<file path="config.mk">
export PLATFORM = sky130hd
export DESIGN_NAME = sic_indexer_top
export DESIGN_NICKNAME = d
export VERILOG_FILES = /design/src/sic_phase_rom.v /design/src/sic_indexer_top.v
export VERILOG_INCLUDE_DIRS = /design/src
export SDC_FILE = /design/constraint.sdc
export NUM_CORES = 1
export LEC_CHECK = 0
export BUFFER_PORTS_ARGS = -buffer_cell sky130_fd_sc_hd__buf_4
export CORE_UTILIZATION = 53
export DETAILED_ROUTE_END_ITERATION = 10
export HOLD_SLACK_MARGIN = 0.06
export PLACE_DENSITY = 0.84
export SETUP_SLACK_MARGIN = 0.2
export SYNTH_ARGS = -nofsm -noshare
export SYNTH_HDL_FRONTEND = slang
export SYNTH_HIERARCHICAL = 1
export SYNTH_SLANG_ARGS = --single-unit
</file>
<file path="constraint.sdc">
create_clock -name clk -period 2.7 [get_ports clk]
set_clock_uncertainty 0.05 [all_clocks]
set_input_delay 0.54 -clock clk [delete_from_list [all_inputs] [get_ports clk]]
set_output_delay 0.54 -clock clk [all_outputs]
set_load 0.005 [all_outputs]
</file>
<file path="src/sic_consts.vh">
// Constants for the stepper indexer control and protection block
`ifndef SIC_CONSTS_VH
`define SIC_CONSTS_VH

// Register byte offsets
`define SIC_OFS_STATUS    8'h00
`define SIC_OFS_IRQ_STAT  8'h04
`define SIC_OFS_IRQ_MASK  8'h08
`define SIC_OFS_CTRL      8'h0c

// Status register fields
`define SIC_ST_DRIVE      0
`define SIC_ST_ASLEEP     1
`define SIC_ST_OC         2
`define SIC_ST_OT         3
`define SIC_ST_UV         4
`define SIC_ST_HOME       5
`define SIC_ST_POS_LSB    8
`define SIC_ST_POS_MSB    12

// Event bits, shared by sticky status and mask
`define SIC_EV_OC         0
`define SIC_EV_OT         1
`define SIC_EV_UV         2
`define SIC_EV_HOME       3
`define SIC_EV_W          4

// Control register fields and reset values
`define SIC_CTRL_INHIBIT  0
`define SIC_CTRL_RST      1'h0
`define SIC_MASK_RST      4'h0

// Synchroniser lane positions
`define SIC_IN_CLEAR      0
`define SIC_IN_ENABLE     1
`define SIC_IN_SLEEP      2
`define SIC_IN_STEP       3
`define SIC_IN_DIR        4
`define SIC_IN_RES_LO     5
`define SIC_IN_RES_HI     6
`define SIC_IN_OC         7
`define SIC_IN_OT         8
`define SIC_IN_UV         9
`define SIC_IN_W          10
`define SIC_IN_RST        10'h000

// Indexer table: 32 eighth-step positions, home is the 45 degree entry
`define SIC_POS_W         5
`define SIC_POS_HOME      5'h04
`define SIC_POS_QUARTER   5'h08
`define SIC_STEP_FULL     5'h08

`endif

</file>
<file path="src/sic_phase_rom.v">
// Winding current lookup for both phases, registered read data
`timescale 1ns/10ps
module sic_phase_rom
(
  input  wire       clk,      // Core clock
  input  wire       rst_n,    // Synchronised reset, active low
  input  wire [4:0] addr_a,   // Table index for winding A
  input  wire [4:0] addr_b,   // Table index for winding B
  output reg  [7:0] pct_a,    // Winding A current, signed percent
  output reg  [7:0] pct_b     // Winding B current, signed percent
);

  // Magnitude of one quarter wave, k = 0..8
  function [7:0] sic_mag;
    input [3:0] k;
    begin
      case (k)
        4'h0:    sic_mag = 8'h64;
        4'h1:    sic_mag = 8'h62;
        4'h2:    sic_mag = 8'h5c;
        4'h3:    sic_mag = 8'h53;
        4'h4:    sic_mag = 8'h47;
        4'h5:    sic_mag = 8'h38;
        4'h6:    sic_mag = 8'h26;
        4'h7:    sic_mag = 8'h14;
        default: sic_mag = 8'h00;
      endcase
    end
  endfunction

  // Signed cosine-like entry; quadrant picks mirror and sign
  function [7:0] sic_entry;
    input [4:0] i;
    reg   [3:0] r;
    begin
      r = {1'b0, i[2:0]};
      case (i[4:3])
        2'h0:    sic_entry = sic_mag(r);
        2'h1:    sic_entry = 8'h00 - sic_mag(4'h8 - r);
        2'h2:    sic_entry = 8'h00 - sic_mag(r);
        default: sic_entry = sic_mag(4'h8 - r);
      endcase
    end
  endfunction

  // Registered read ports
  always @(posedge clk or negedge rst_n)
  begin
    if (!rst_n)
    begin
      pct_a <= 8'h00;
      pct_b <= 8'h00;
    end
    else
    begin
      pct_a <= sic_entry(addr_a);
      pct_b <= sic_entry(addr_b);
    end
  end

endmodule // sic_phase_rom

</file>
<file path="src/sic_indexer_top.v">
// Stepper indexer control, enable, sleep and fault handling top level
`timescale 1ns/10ps
`include "sic_consts.vh"
module sic_indexer_top
(
  input  wire        clk,                    // Core clock, 250 MHz
  input  wire        arst_n,                 // Async reset, active low
  input  wire        indexer_clear_low,      // Indexer clear pin
  input  wire        output_drive_on_low,    // Output enable pin
  input  wire        low_power_request_low,  // Sleep request pin
  input  wire        step,                   // Step advance pin
  input  wire        dir,                    // Direction pin
  input  wire        resolution_sel_hi,      // Step mode select, upper
  input  wire        resolution_sel_lo,      // Step mode select, lower
  input  wire        overcurrent_fault,      // Any FET overcurrent flag
  input  wire        overtemp_fault,         // Die over-temperature flag
  input  wire        supply_low_fault,       // Motor supply low flag
  input  wire [7:0]  reg_addr,               // Register byte address
  input  wire [31:0] reg_wdata,              // Register write data
  input  wire        reg_wr,                 // Write strobe
  input  wire        reg_rd,                 // Read strobe
  output reg  [31:0] reg_rdata,              // Read data, cycle after rd
  output reg         bridge_enable,          // Both bridges driving
  output reg         charge_pump_run,        // Gate drive pump running
  output reg         at_origin_low,          // Home indicator, low at home
  output wire [7:0]  current_a_pct,          // Winding A signed percent
  output wire [7:0]  current_b_pct,          // Winding B signed percent
  output reg         irq                     // Level interrupt
);

  // Reset release synchroniser
  reg  rst_meta_reg;                         // First reset stage
  reg  rst_n_sync;                           // Released reset copy

  // Release reset two edges after arst_n rises
  always @(posedge clk or negedge arst_n)
  begin
    if (!arst_n)
    begin
      rst_meta_reg <= 1'b0;
      rst_n_sync   <= 1'b0;
    end
    else
    begin
      rst_meta_reg <= 1'b1;
      rst_n_sync   <= rst_meta_reg;
    end
  end

  // Pin synchronisers
  wire [`SIC_IN_W-1:0] pin_raw;              // Raw pin lanes
  reg  [`SIC_IN_W-1:0] pin_meta_reg;         // First stage, not read
  reg  [`SIC_IN_W-1:0] pin_sync_reg;         // Safe synchronised copy

  assign pin_raw = {supply_low_fault, overtemp_fault, overcurrent_fault,
                    resolution_sel_hi, resolution_sel_lo, dir, step,
                    low_power_request_low, output_drive_on_low,
                    indexer_clear_low};

  // Two flip-flops per lane; only stage two is used by logic
  genvar g;
  generate
    for (g = 0; g < `SIC_IN_W; g = g + 1)
    begin : g_sync
      always @(posedge clk or negedge rst_n_sync)
      begin
        if (!rst_n_sync)
        begin
          pin_meta_reg[g] <= 1'b0;
          pin_sync_reg[g] <= 1'b0;
        end
        else
        begin
          pin_meta_reg[g] <= pin_raw[g];
          pin_sync_reg[g] <= pin_meta_reg[g];
        end
      end
    end
  endgenerate

  // Decoded synchronised conditions
  wire clear_on = ~pin_sync_reg[`SIC_IN_CLEAR];   // Clear asserted
  wire en_on    = ~pin_sync_reg[`SIC_IN_ENABLE];  // Enable asserted
  wire asleep   = ~pin_sync_reg[`SIC_IN_SLEEP];   // Sleep asserted
  wire step_s   = pin_sync_reg[`SIC_IN_STEP];     // Step level
  wire dir_s    = pin_sync_reg[`SIC_IN_DIR];      // Direction level
  // Single flag covers every short type and both current directions,
  // and does not depend on the regulation sense path
  wire oc_s     = pin_sync_reg[`SIC_IN_OC];
  wire ot_s     = pin_sync_reg[`SIC_IN_OT];       // Over-temperature
  wire uv_s     = pin_sync_reg[`SIC_IN_UV];       // Supply low
  wire [1:0] res_mode = {pin_sync_reg[`SIC_IN_RES_HI],
                         pin_sync_reg[`SIC_IN_RES_LO]};

  // Internal state
  reg  step_d_reg;                           // Step level, last cycle
  reg  [`SIC_POS_W-1:0] pos_reg;             // Indexer position
  reg  [`SIC_POS_W-1:0] pos_next;            // Next position
  reg  oc_latch_reg;                         // Overcurrent latch
  reg  oc_armed_reg;                         // Enable seen high after OC
  reg  ot_d_reg;                             // Overtemp, last cycle
  reg  uv_d_reg;                             // Undervoltage, last cycle
  reg  home_d_reg;                           // At home, last cycle
  reg  ctrl_inhibit_reg;                     // Software drive inhibit
  reg  [`SIC_EV_W-1:0] irq_stat_reg;         // Sticky events
  reg  [`SIC_EV_W-1:0] irq_mask_reg;         // Event mask
  reg  [`SIC_EV_W-1:0] ev_set;               // Events this cycle
  reg  [`SIC_POS_W-1:0] step_inc;            // Increment per step

  wire step_edge = step_s & ~step_d_reg;
  wire at_home   = (pos_reg == `SIC_POS_HOME);
  // Homing conditions: clear pin, overtemp, undervoltage
  wire go_home   = clear_on | ot_s | uv_s;

  // Next indexer position
  always @*
  begin
    // Full step moves eight table entries, eighth step moves one
    step_inc = `SIC_STEP_FULL >> res_mode;
    pos_next = pos_reg;
    if (asleep)
    begin
      pos_next = pos_reg;
    end
    else if (go_home)
    begin
      // Steps during clear, overtemp or undervoltage are dropped, not queued
      pos_next = `SIC_POS_HOME;
    end
    else if (step_edge)
    begin
      // Enable pin is not consulted, so stepping goes on with
      // outputs floating
      if (dir_s)
        pos_next = pos_reg + step_inc;
      else
        pos_next = pos_reg - step_inc;
    end
  end

  // Indexer, edge detector and fault history
  always @(posedge clk or negedge rst_n_sync)
  begin
    if (!rst_n_sync)
    begin
      step_d_reg <= 1'b0;
      pos_reg    <= `SIC_POS_HOME;
      ot_d_reg   <= 1'b0;
      uv_d_reg   <= 1'b0;
      home_d_reg <= 1'b1;
    end
    else
    begin
      // Track step level even asleep so wake gives no false edge
      step_d_reg <= step_s;
      pos_reg    <= pos_next;
      ot_d_reg   <= ot_s;
      uv_d_reg   <= uv_s;
      home_d_reg <= at_home;
    end
  end

  // Overcurrent latch; cleared by enable high then low
  always @(posedge clk or negedge rst_n_sync)
  begin
    if (!rst_n_sync)
    begin
      oc_latch_reg <= 1'b0;
      oc_armed_reg <= 1'b0;
    end
    else if (asleep)
    begin
      // Pins ignored while asleep; latch is held as it is
      oc_latch_reg <= oc_latch_reg;
    end
    else if (oc_s)
    begin
      // A new fault wins over a clearing toggle
      oc_latch_reg <= 1'b1;
      oc_armed_reg <= 1'b0;
    end
    else if (oc_latch_reg && !en_on)
    begin
      oc_armed_reg <= 1'b1;
    end
    else if (oc_latch_reg && oc_armed_reg && en_on)
    begin
      oc_latch_reg <= 1'b0;
      oc_armed_reg <= 1'b0;
    end
  end

  // Driver outputs and home indicator
  always @(posedge clk or negedge rst_n_sync)
  begin
    if (!rst_n_sync)
    begin
      bridge_enable   <= 1'b0;
      charge_pump_run <= 1'b0;
      at_origin_low   <= 1'b0;
    end
    else
    begin
      // Every condition must agree before the bridges drive
      bridge_enable   <= ~clear_on & en_on & ~asleep & ~oc_latch_reg &
                         ~oc_s & ~ot_s & ~uv_s & ~ctrl_inhibit_reg;
      // Pump stops asleep and with the supply gone
      charge_pump_run <= ~asleep & ~uv_s;
      at_origin_low   <= ~at_home;
    end
  end

  // Winding current lookup; B lags A by a quarter wave
  sic_phase_rom u_rom
  (
    .clk    (clk),
    .rst_n  (rst_n_sync),
    .addr_a (pos_reg),
    .addr_b (pos_reg - `SIC_POS_QUARTER),
    .pct_a  (current_a_pct),
    .pct_b  (current_b_pct)
  );

  // Rising edges of fault and home conditions
  always @*
  begin
    ev_set = {`SIC_EV_W{1'b0}};
    ev_set[`SIC_EV_OC]   = oc_s & ~oc_latch_reg & ~asleep;
    ev_set[`SIC_EV_OT]   = ot_s & ~ot_d_reg;
    ev_set[`SIC_EV_UV]   = uv_s & ~uv_d_reg;
    ev_set[`SIC_EV_HOME] = at_home & ~home_d_reg;
  end

  wire rd_stat = reg_rd & (reg_addr == `SIC_OFS_IRQ_STAT);  // Clear read

  // Software registers and sticky events
  always @(posedge clk or negedge rst_n_sync)
  begin
    if (!rst_n_sync)
    begin
      ctrl_inhibit_reg <= `SIC_CTRL_RST;
      irq_mask_reg     <= `SIC_MASK_RST;
      irq_stat_reg     <= {`SIC_EV_W{1'b0}};
      irq              <= 1'b0;
    end
    else
    begin
      if (reg_wr && reg_addr == `SIC_OFS_CTRL)
        ctrl_inhibit_reg <= reg_wdata[`SIC_CTRL_INHIBIT];
      if (reg_wr && reg_addr == `SIC_OFS_IRQ_MASK)
        irq_mask_reg <= reg_wdata[`SIC_EV_W-1:0];
      // Set wins over a clear-on-read in the same cycle
      if (rd_stat)
        irq_stat_reg <= ev_set;
      else
        irq_stat_reg <= irq_stat_reg | ev_set;
      irq <= |(irq_stat_reg & irq_mask_reg);
    end
  end

  // Read data, valid the cycle after the strobe only
  always @(posedge clk or negedge rst_n_sync)
  begin
    if (!rst_n_sync)
      reg_rdata <= 32'h0000_0000;
    else if (!reg_rd)
      reg_rdata <= 32'h0000_0000;
    else
    begin
      reg_rdata <= 32'h0000_0000;
      case (reg_addr)
        `SIC_OFS_STATUS:
        begin
          reg_rdata[`SIC_ST_DRIVE]  <= bridge_enable;
          reg_rdata[`SIC_ST_ASLEEP] <= asleep;
          reg_rdata[`SIC_ST_OC]     <= oc_latch_reg;
          reg_rdata[`SIC_ST_OT]     <= ot_s;
          reg_rdata[`SIC_ST_UV]     <= uv_s;
          reg_rdata[`SIC_ST_HOME]   <= at_home;
          reg_rdata[`SIC_ST_POS_MSB:`SIC_ST_POS_LSB] <= pos_reg;
        end
        `SIC_OFS_IRQ_STAT: reg_rdata[`SIC_EV_W-1:0] <= irq_stat_reg;
        `SIC_OFS_IRQ_MASK: reg_rdata[`SIC_EV_W-1:0] <= irq_mask_reg;
        `SIC_OFS_CTRL:     reg_rdata[`SIC_CTRL_INHIBIT] <= ctrl_inhibit_reg;
        default:           reg_rdata <= 32'h0000_0000;  // Unmapped
      endcase
    end
  end

endmodule // sic_indexer_top

</file>
==> results.md, run 1 <==
- GPL Wtd Cong: 0.8487
- Number of global-route vias before repair: 3084
- FMAX: 393.7 MHz
- Worst min path class: reg2async
- Status: finished, final reports clean
- Maxcap violations: 0
- Largest net degree at the start of global routing: 34
- Vias: 3316
- Max reg flops: 11
- Via density: 5.481
- Detail Placement HPWL: 6113 um
- Avg Cell Area, Syn: 10.20 um^2
- Main synth FF type: dfrtp_1
- Crit path DAT: 2.70 ns
- Clock Tree Buf Depth: 2
- Synth Area in Compound Gates: 14.43%
- Initial antenna violation count: 0
- Ratio of cells with drive above 1 in the final layout: 35.77%
- Area Growth Syn to Fin: 27.41%
- Clock transition at path regs: 0.08 ns
- Slew Viols, Final: 0
- VDD IR max: 0.0003664 V
- Mux cell area share after synthesis: 5.207%
- Synth area leaders: dfrtp_1 43%, ha_1 9.1%, buf_4 3.8%
- Clk_lat worst skew: 0.35 ns
- Initial DRC Count: 132
- Share of the clock period used by the worst path: 94.07%
- #FFs+latches synth: 73
- Place WS: -0.03821 ns
- PD cells: 493.7 nW/um^2
- Final setup viols: 0
- Initial Util: 55.76%
- DRC: 0
- Gr usage total: 22.32%
- Crit-path slowest cell: dfrtp_2
- Top-area cell type share of the netlist area: 43.24%
- Count leader, synth: dfrtp_1
- First-pass GRT wire length: 14460 um
- Clock period minus final worst setup slack: 2.540 ns
- Synth Area in Simple Gates: 15.50%
- Worst Reg-to-Reg Cells: 14
- Peak per-stage delay on the critical path: 0.47 ns
- Total clock sinks: 73
- Final worst slack: 0.1600 ns
- Max-slew headroom: 66.48%
- Critical path startpoint category: flop
- Area leader, netlist: dfrtp_1
- Post-route ant nets: 0
- RSZ-0062 raised after global routing: true
- Num rows: 31
- Ant diodes: 0
- Buffers on Ports: 56
- CTS Buf Count: 9
- Area occupied by multi-input gates: 2212 um^2
- Mapped Cells: 403
- Sequential Area: 1837 um^2
- Fin. Hold Viols: 0
- Crit end category: flop
- IO Pins: 106
- Die area: 8109 um^2
- Synth Area in XOR/XNOR: 2.558%
- Yosys Warn Count: 6
- Synth cell types: 65
- LEAKAGE: 2.482 nW
- TritonCTS clock tree: done
- EDFF count, synth: 0
- Async set-or-reset flop fraction in the synthesized netlist: 100.0%
- Die Y: 90.05 um
- Core ar.: 7370 um^2
- Die width: 90.05 um
- Register area share after synthesis: 44.52%
- Post-synth top cells: 71 x dfrtp_1, 30 x ha_1, 25 x a21oi_1, 25 x nor2_1, 24 x inv_1
- Kind of critical path: reg2reg
- Overall power: 2.584 mW
- Largest family of logic cells by synthesized area: simple AND/OR/NAND/NOR gates
- Post-Syn Area: 4109 um^2
- First-pass DRT Iterations: 5
- WP data required: 2.86 ns
- CP Cell Sequence: xnor2_4, ha_4, buf_4, inv_2, a21oi_2, o31ai_4, inv_2, ha_4, nand2_2, nor3_2, a41oi_2, buf_4, xor2_1, o221ai_1
- Routed len/inst: 14.98 um
- Synth Area in Adders: 9.622%
- CTS H-Tree Depth: 3
- Gr ovfl total: 0
- Worst Tran Pin Value: 0.4995 ns
- Maximum fanout along the worst path: 4
- Nets: 586
- Fill count: 524
- Final wirelength: 9065 um
- Root Driver: clkbuf_8
==> stage by stage <==
stage,instance area [um^2],utilization [%],hold slack [ns],setup TNS [ns],std cells
after detailed placement,4751,64.47,0.1742,-0.03821,568
after global placement,4751,64.47,0.1639,0,568
after CTS,5069,68.78,0.1809,0,594
final,5235,71.04,0.1585,0,605
after global routing,5235,71.04,0.2165,0,605
after floorplan,4247,-,0.1944,0,423
==> critical path: cells and delay by family, from the launching register on <==
family | cells | cell delay [ns]
AND/OR/NAND/NOR | 2 | 0.11
XOR/XNOR | 2 | 0.30
buffers and inverters | 4 | 0.43
flip-flops | 1 | 0.47
AO/OA/AOI/OAI | 4 | 0.67
adder cells (fa/ha/maj) | 2 | 0.36
==> per-layer routing <==
layer	up-vias	global-route usage [%]	part of all wire, %
li1	1571	-	-
met1	1602	28.33	42
met2	132	38.61	51
met3	11	2.961	5.1
met4	0	8.871	1.4
met5	-	0	0
==> kinds of logic after synthesis <==
group,after synthesis
fa+ha+maj,31
flops,73
buf+inv,62
simple gates,113
compound gates,91
other cells,2
xor+xnor,12
mux,19
==> path summary, 6_finish.rpt <==
kind                                   start              end  slack [ns]
max                               pos_reg[3]   u_rom/pct_b[4]        0.16
min                               rst_n_sync  charge_pump_run        0.16
max reg2reg                       pos_reg[3]   u_rom/pct_b[4]        0.16
min reg2reg                       rst_n_sync  charge_pump_run        0.16
max in group asynchronous         rst_n_sync       pos_reg[2]        1.68
min in group clk           overcurrent_fault  pin_meta_reg[7]        0.24
==> power by group <==
part	total, mW	leakage [nW]	switching [mW]	internal, mW
combinational	0.589	1.50	0.299	0.290
sequential	1.20	0.888	0.0400	1.16
clock	0.793	0.0903	0.427	0.366
==> final cells by class <==
type / count / share of cell area (%)
timing repair buffer: 103 / 14.89
tap: 99 / 2.366
inverter: 26 / 1.960
clock inverter: 5 / 0.7409
clock buffer: 11 / 2.701
sequential: 73 / 35.09
multi-input combinational: 288 / 42.26
==> cells in the final DEF (no fill, tap or decap), types with 7 or more instances in the layout <==
cell / Yosys / layout
o21ai_0: 19 / 18
nor2_1: 25 / 23
nand3_1: 7 / 7
nand2b_1: 11 / 10
dfrtp_1: 71 / 65
mux2_2: 7 / 8
buf_4: 21 / 101
conb_1: 2 / 22
nand2_1: 23 / 21
clkbuf_8: 0 / 10
inv_1: 24 / 18
ha_1: 30 / 22
a21oi_1: 25 / 22
mux2i_1: 9 / 9
==> timing repair <==
item / 4_1_cts / 5_1_grt
pin swaps: 10 / 7
hold endpoints to repair: 2 / 0
buffers inserted: 9 / 11
hold buffers: 1 / 0
gates cloned: 0 / 0
gates resized for setup: 15 / 21
setup endpoints to repair: 4 / 8
(Power assumes the default switching activity.)
==> inputs of run 2 (changes only) <==
--- a/config.mk
+++ b/config.mk
@@ -6,11 +6,12 @@
 export SDC_FILE = /design/constraint.sdc
 export NUM_CORES = 1
 export LEC_CHECK = 0
-export BUFFER_PORTS_ARGS = -buffer_cell sky130_fd_sc_hd__buf_4
+export BUFFER_PORTS_ARGS = -buffer_cell sky130_fd_sc_hd__buf_2
 export CORE_UTILIZATION = 53
 export DETAILED_ROUTE_END_ITERATION = 10
 export HOLD_SLACK_MARGIN = 0.06
 export PLACE_DENSITY = 0.84
+export REMOVE_ABC_BUFFERS = 1
 export SETUP_SLACK_MARGIN = 0.2
 export SYNTH_ARGS = -nofsm -noshare
 export SYNTH_HDL_FRONTEND = slang
==> run 2 against run 1 <==
  * Final cell count up 0.17%
  * Worst setup slack worse by 0.073 ns
  * Power up 6.3%
  * Fmax down 2.8%
  * Global-route usage up 2.1 points
  * Core utilization down 0.14 points
  * Sequential share of layout area about the same
  * Worst hold slack better by 0.069 ns
  * Die area unchanged
  * Register-to-register slack worse by 0.07 ns
==> results.md, run 2 (synthesized netlist as in run 1, its figures left out) <==
- Ratio of cells with drive above 1 in the final layout: 36.69% (was 35.77%)
- Final std cells w/o fill: 606 (was 605)
- Gr usage total: 24.47% (was 22.32%)
- Fill count: 475 (was 524)
- Largest net degree at the start of global routing: 31 (was 34)
- PD cells: 525.8 nW/um^2 (was 493.7 nW/um^2)
- Crit path DAT: 2.79 ns (was 2.70 ns)
- Number of global-route vias before repair: 3364 (was 3084)
- Via density: 5.861 (was 5.481)
- Sequential Area: 1833 um^2 (was 1837 um^2)
- Critical path origin: pos_reg[0] (was pos_reg[3])
- DRC: 0 (unchanged)
- Maximum fanout along the worst path: 4 (unchanged)
- Clk_lat worst skew: 0.36 ns (was 0.35 ns)
- Core ar.: 7370 um^2 (unchanged)
- Overall power: 2.747 mW (was 2.584 mW)
- Final worst slack: 0.08740 ns (was 0.1600 ns)
- Place WS: -0.1123 ns (was -0.03821 ns)
- Share of the clock period used by the worst path: 96.76% (was 94.07%)
- Top cell by count, worst path: ha_4
- RSZ-0062 raised after global routing: true (unchanged)
- FMAX: 382.8 MHz (was 393.7 MHz)
- Commonest non-fill, non-tap cell in the layout: dfrtp_1 (was buf_4)
- Total placed cells including tap cells: 575 (was 568)
- Final setup viols: 0 (unchanged)
- Clock transition at path regs: 0.09 ns (was 0.08 ns)
- GPL Wtd Cong: 0.9293 (was 0.8487)
- Crit-path slowest cell: dfrtp_1 (was dfrtp_2)
- Slew Viols, Final: 0 (unchanged)
- Worst r2r src: pos_reg[0] (was pos_reg[3])
- Max reg flops: 11 (unchanged)
- LEAKAGE: 2.520 nW (was 2.482 nW)
- Vias: 3552 (was 3316)
- Critical path startpoint category: flop (unchanged)
- Total clock sinks: 73 (unchanged)
- Most frequent cells in the layout: 68 x dfrtp_1, 56 x buf_2, 44 x buf_4 (was 101 x buf_4, 65 x dfrtp_1, 23 x nor2_1)
- Die area: 8109 um^2 (unchanged)
- Ant diodes: 0 (unchanged)
- Clock Tree Buf Depth: 2 (unchanged)
- Fin. Hold Viols: 0 (unchanged)
- Final instance area: 5225 um^2 (was 5235 um^2)
- Kind of critical path: reg2reg (unchanged)
- Crit end category: flop (unchanged)
- Detail Placement HPWL: 6169 um (was 6113 um)
- Buffers on Ports: 56 (unchanged)
- Peak per-stage delay on the critical path: 0.42 ns (was 0.47 ns)
- Final wirelength: 10360 um (was 9065 um)
- IO Pins: 106 (unchanged)
- Nets: 587 (was 586)
- Area Growth Syn to Fin: 27.16% (was 27.41%)
- Placed Area: 4607 um^2 (was 4751 um^2)
- CP Cell Sequence: inv_2, ha_4, inv_4, ha_4, nor2_4, a211o_4, o31ai_4, inv_2, ha_4, buf_4, buf_4, xnor2_1, a221oi_1, a21oi_1 (was xnor2_4, ha_4, buf_4, inv_2, a21oi_2, o31ai_4, inv_2, ha_4, nand2_2, nor3_2, a41oi_2, buf_4, xor2_1, o221ai_1)
- TritonCTS clock tree: done (unchanged)
- Hold_ws: 0.2274 ns (was 0.1585 ns)
- Initial antenna violation count: 0 (unchanged)
- Die Y: 90.05 um (unchanged)
- Worst min path class: in2reg (was reg2async)
- First-pass GRT wire length: 15730 um (was 14460 um)
- Initial Util: 55.76% (unchanged)
- Status: finished, final reports clean (unchanged)
- Hold_sp: resolution_sel_lo
- VDD IR max: 0.0003931 V (was 0.0003664 V)
- CTS Buf Count: 9 (unchanged)
- Max-slew headroom: 59.38% (was 66.48%)
- CTS H-Tree Depth: 3 (unchanged)
- WP data required: 2.88 ns (was 2.86 ns)
- Maxcap violations: 0 (unchanged)
- Post-route ant nets: 0 (unchanged)
- Worst Tran Pin Value: 0.6093 ns (was 0.4995 ns)
- Initial DRC Count: 245 (was 132)
- Die width: 90.05 um (unchanged)
- Gr ovfl total: 0 (unchanged)
- Routed len/inst: 17.09 um (was 14.98 um)
- Clock period minus final worst setup slack: 2.613 ns (was 2.540 ns)
- Num rows: 31 (unchanged)
- First-pass DRT Iterations: 5 (unchanged)
- Area occupied by multi-input gates: 2303 um^2 (was 2212 um^2)
- Root Driver: clkbuf_8 (unchanged)
## run 2: cell types whose count changed in the layout (fill, tap and decap cells not counted), moves of 2 or more
| cell | delta |
|---|---|
| mux2_2 | -2 |
| nand2_2 | -2 |
| xnor2_2 | +3 |
| buf_4 | -57 |
| inv_6 | +2 |
| dfrtp_1 | +3 |
| ha_4 | +2 |
| dfrtp_2 | -3 |
| buf_6 | +2 |
| ha_2 | -2 |
| buf_2 | +56 |
| xnor2_1 | -3 |
## run 2: layout make-up
cell class	instances	area share, %
Clock buffer	9	2.371
Clock inverter	7	1.604
Inverter	26	1.964
Multi-Input combinational cell	288	44.09
Sequential cell	73	35.08
Tap cell	99	2.371
Timing Repair Buffer	104	12.52
## run 2: timing repair
item | 4_1_cts | 5_1_grt
hold buffers | 1 | 0
gates resized for setup | 29 | 33
setup buffers | 7 | 7
setup endpoints to repair | 10 | 10
pin swaps | 14 | 13
hold endpoints to repair | 2 | 0
## run 2: worst paths after layout
kind	cells after the start	to	slack (ns)
setup / recovery	14	u_rom/pct_b[2]	0.09
hold / removal	1	pin_meta_reg[5]	0.23
setup reg to reg	14	u_rom/pct_b[2]	0.09
hold reg to reg	0	reg_rdata[2]	0.24
max in group asynchronous	1	pos_reg[2]	1.61
min in group asynchronous	0	reg_rdata[2]	0.24
## run 2: report_power, final
part           total [mW]  internal (mW)  switching [mW]  leakage [nW]
Combinational       0.628          0.290           0.338          1.52
Clock               0.915          0.446           0.469         0.103
Sequential           1.20           1.16          0.0419         0.894
## run 2: metal layers
layer  up-vias  routed length, um  GRT usage (%)
met5         -                  0              0
met1      1707               4051          30.05
li1       1578                  -              -
met3        45                746          6.430
met2       222               5159          39.69
met4         0                403          12.63
## run 2: critical path: cells and delay by family, from the launching register on
kind	cells	cell delay, ns
buf+inv	5	0.48
fa+ha+maj	3	0.62
compound gates	4	0.73
xor+xnor	1	0.12
flops	1	0.42
simple gates	1	0.04
## run 2: through the flow
stage                     util [%]  setup TNS, ns
after floorplan                  -         -4.066
after global placement       62.51              0
after detailed placement     62.51        -0.1759
after CTS                    67.91              0
after global routing         70.90       -0.03626
final                        70.90              0
==> inputs of run 3 (changes only) <==
--- a/config.mk
+++ b/config.mk
@@ -9,6 +9,7 @@
 export BUFFER_PORTS_ARGS = -buffer_cell sky130_fd_sc_hd__buf_2
 export CORE_UTILIZATION = 53
 export DETAILED_ROUTE_END_ITERATION = 10
+export GPL_TIMING_DRIVEN = 0
 export HOLD_SLACK_MARGIN = 0.06
 export PLACE_DENSITY = 0.84
 export REMOVE_ABC_BUFFERS = 1
==> run 3 against run 2 <==
  * The flow now finishes with violations (negative setup slack)
  * Final cell count down 0.50%
  * Core utilization up 0.92 points
  * Via count up 1.9%
  * Power up 2.8%
==> results.md, run 3 (synthesized netlist as in run 1, its figures left out) <==
- Status: finished, violations left (was finished, final reports clean)
- Violated checks: negative setup slack
- Final setup viols: 1 (was 0)
- Nets: 584 (was 587)
- Maxcap violations: 0 (unchanged)
- Gr usage total: 26.26% (was 24.47%)
- Commonest non-fill, non-tap cell in the layout: dfrtp_1 (unchanged)
- Buf+Inv Stages, Crit Path: 3 (was 5)
- Critical path origin: pos_reg[4] (was pos_reg[0])
- Ratio of cells with drive above 1 in the final layout: 37.30% (was 36.69%)
- LEAKAGE: 2.520 nW (about the same)
- Worst r2r dst: u_rom/pct_b[4] (was u_rom/pct_b[2])
- Gr ovfl total: 0 (unchanged)
- Worst Hold Endpoint: pin_meta_reg[6] (was pin_meta_reg[5])
- CTS H-Tree Depth: 3 (unchanged)
- Ant diodes: 0 (unchanged)
- RSZ-0062 raised after global routing: true (unchanged)
- Kind of critical path: reg2reg (unchanged)
- Root Driver: clkbuf_8 (unchanged)
- VDD IR max: 0.0003849 V (was 0.0003931 V)
- First-pass DRT Iterations: 5 (unchanged)
- Total clock sinks: 73 (unchanged)
- Max-slew headroom: 41.97% (was 59.38%)
- Fin. Hold Viols: 0 (unchanged)
- Crit path DAT: 2.88 ns (was 2.79 ns)
- Die width: 90.05 um (unchanged)
- Share of the clock period used by the worst path: 100.7% (was 96.76%)
- Crit end category: flop (unchanged)
- Worst min path class: in2reg (unchanged)
- Slew Viols, Final: 0 (unchanged)
- DRC: 0 (unchanged)
- Most frequent cells in the layout: 65 x dfrtp_1, 56 x buf_2, 35 x buf_4 (was 68 x dfrtp_1, 56 x buf_2, 44 x buf_4)
- GPL Wtd Cong: 0.8706 (was 0.9293)
- Max reg flops: 11 (unchanged)
- Num rows: 31 (unchanged)
- IO Pins: 106 (unchanged)
- Clock period minus final worst setup slack: 2.719 ns (was 2.613 ns)
- Largest net degree at the start of global routing: 72 (was 31)
- WP data required: 2.86 ns (was 2.88 ns)
- Critical path startpoint category: flop (unchanged)
- TritonCTS clock tree: done (unchanged)
- Peak per-stage delay on the critical path: 0.45 ns (was 0.42 ns)
- Final wirelength: 10910 um (was 10360 um)
- Core ar.: 7370 um^2 (unchanged)
- Final worst slack: -0.01934 ns (was 0.08740 ns)
- Worst r2r src: pos_reg[4] (was pos_reg[0])
- Clock transition at path regs: 0.09 ns (about the same)
- Overall power: 2.824 mW (was 2.747 mW)
- Initial DRC Count: 287 (was 245)
- Crit-path slowest cell: dfrtp_2 (was dfrtp_1)
- FMAX: 367.7 MHz (was 382.8 MHz)
- Initial antenna violation count: 0 (unchanged)
- Number of global-route vias before repair: 3443 (was 3364)
- PD cells: 533.6 nW/um^2 (was 525.8 nW/um^2)
- Clock Tree Buf Depth: 2 (unchanged)
- Hold_sp: resolution_sel_hi (was resolution_sel_lo)
- First-pass GRT wire length: 16590 um (was 15730 um)
- CP Cell Sequence: xnor2_2, ha_4, buf_4, nand3_1, o21ai_2, inv_1, ha_4, nand2_4, nor3_4, a41oi_2, buf_4, xor2_1, o221ai_1 (was inv_2, ha_4, inv_4, ha_4, nor2_4, a211o_4, o31ai_4, inv_2, ha_4, buf_4, buf_4, xnor2_1, a221oi_1, a21oi_1)
- Routed len/inst: 18.09 um (was 17.09 um)
- Place WS: -1.389 ns (was -0.1123 ns)
- Vias: 3618 (was 3552)
- Post-route ant nets: 0 (unchanged)
- Maximum fanout along the worst path: 8 (was 4)
- Reg2Reg Setup Slack: -0.02 ns (was 0.09 ns)
- Clk_lat worst skew: 0.35 ns (was 0.36 ns)
- Area Growth Syn to Fin: 28.81% (was 27.16%)
- Die Y: 90.05 um (unchanged)
- Buffers on Ports: 56 (unchanged)
- CTS Buf Count: 9 (unchanged)
- Via density: 6.000 (was 5.861)
- Worst Tran Pin Value: 0.8704 ns (was 0.6093 ns)
- Worst Reg-to-Reg Cells: 13 (was 14)
- Detail Placement HPWL: 5568 um (was 6169 um)
- Die area: 8109 um^2 (unchanged)
- Fill count: 467 (was 475)
- Initial Util: 55.76% (unchanged)
- Worst path top cell family by delay: buffers and inverters (was compound AO/OA/AOI/OAI gates)
- Hold path cells: 1 (unchanged)
run 3: changes by cell type in the layout (fill, tap and decap cells not counted), sizes merged:
cell,change
bufinv,+1
buf,-3
clkinv,+2
clkinvlp,+1
inv,-4
run 3: per-layer routing:
| layer | global-route usage (%) | wire [um] | up-vias | share of wire, % |
|---|---|---|---|---|
| met2 | 41.92 | 5313 | 236 | 49 |
| li1 | - | - | 1569 | - |
| met1 | 30.36 | 4041 | 1753 | 37 |
| met4 | 20.30 | 658 | 0 | 6.0 |
| met5 | 0 | 0 | - | 0 |
| met3 | 6.430 | 894 | 60 | 8.2 |
run 3: through the flow:
stage	area, um^2	hold WS, ns	util, %	TNS, ns	cells
after floorplan	3954	0.1944	-	-4.066	387
after global placement	4358	0.2745	59.13	-23.81	542
after detailed placement	4362	0.2798	59.19	-13.12	542
after CTS	5050	0.2267	68.52	0	591
after global routing	5293	0.2207	71.82	-0.1246	603
final	5293	0.2446	71.82	-0.01934	603
run 3: what timing repair did:
item	4_1_cts	5_1_grt
buffers inserted	32	12
resized for setup	52	30
pin swaps	17	17
endpoints found under the hold margin	2	0
endpoints found under the setup margin	16	12
hold buffers	1	0
run 3: layout make-up:
type / count / area [um^2] / area share [%]
Clock buffer: 9 / 123.9 / 2.340
Clock inverter: 7 / 100.1 / 1.891
Inverter: 26 / 120.1 / 2.269
Multi-Input combinational cell: 288 / 2318 / 43.81
Sequential cell: 73 / 1848 / 34.92
Tap cell: 99 / 123.9 / 2.340
Timing Repair Buffer: 101 / 658.1 / 12.43
run 3: power by group:
part	internal, mW	switching (mW)	total, mW	leakage (nW)
registers	1.16	0.0542	1.22	0.888
logic	0.300	0.336	0.636	1.52
clock network	0.530	0.440	0.970	0.115
run 3: how the worst max path moves through the flow:
stage	end	cells past startpoint
finish	u_rom/pct_b[4]	13
global route	u_rom/pct_b[6]	13
CTS	u_rom/pct_b[6]	13
detailed placement	u_rom/pct_b[6]	14
global placement	u_rom/pct_b[6]	14
floorplan	u_rom/pct_b[6]	14
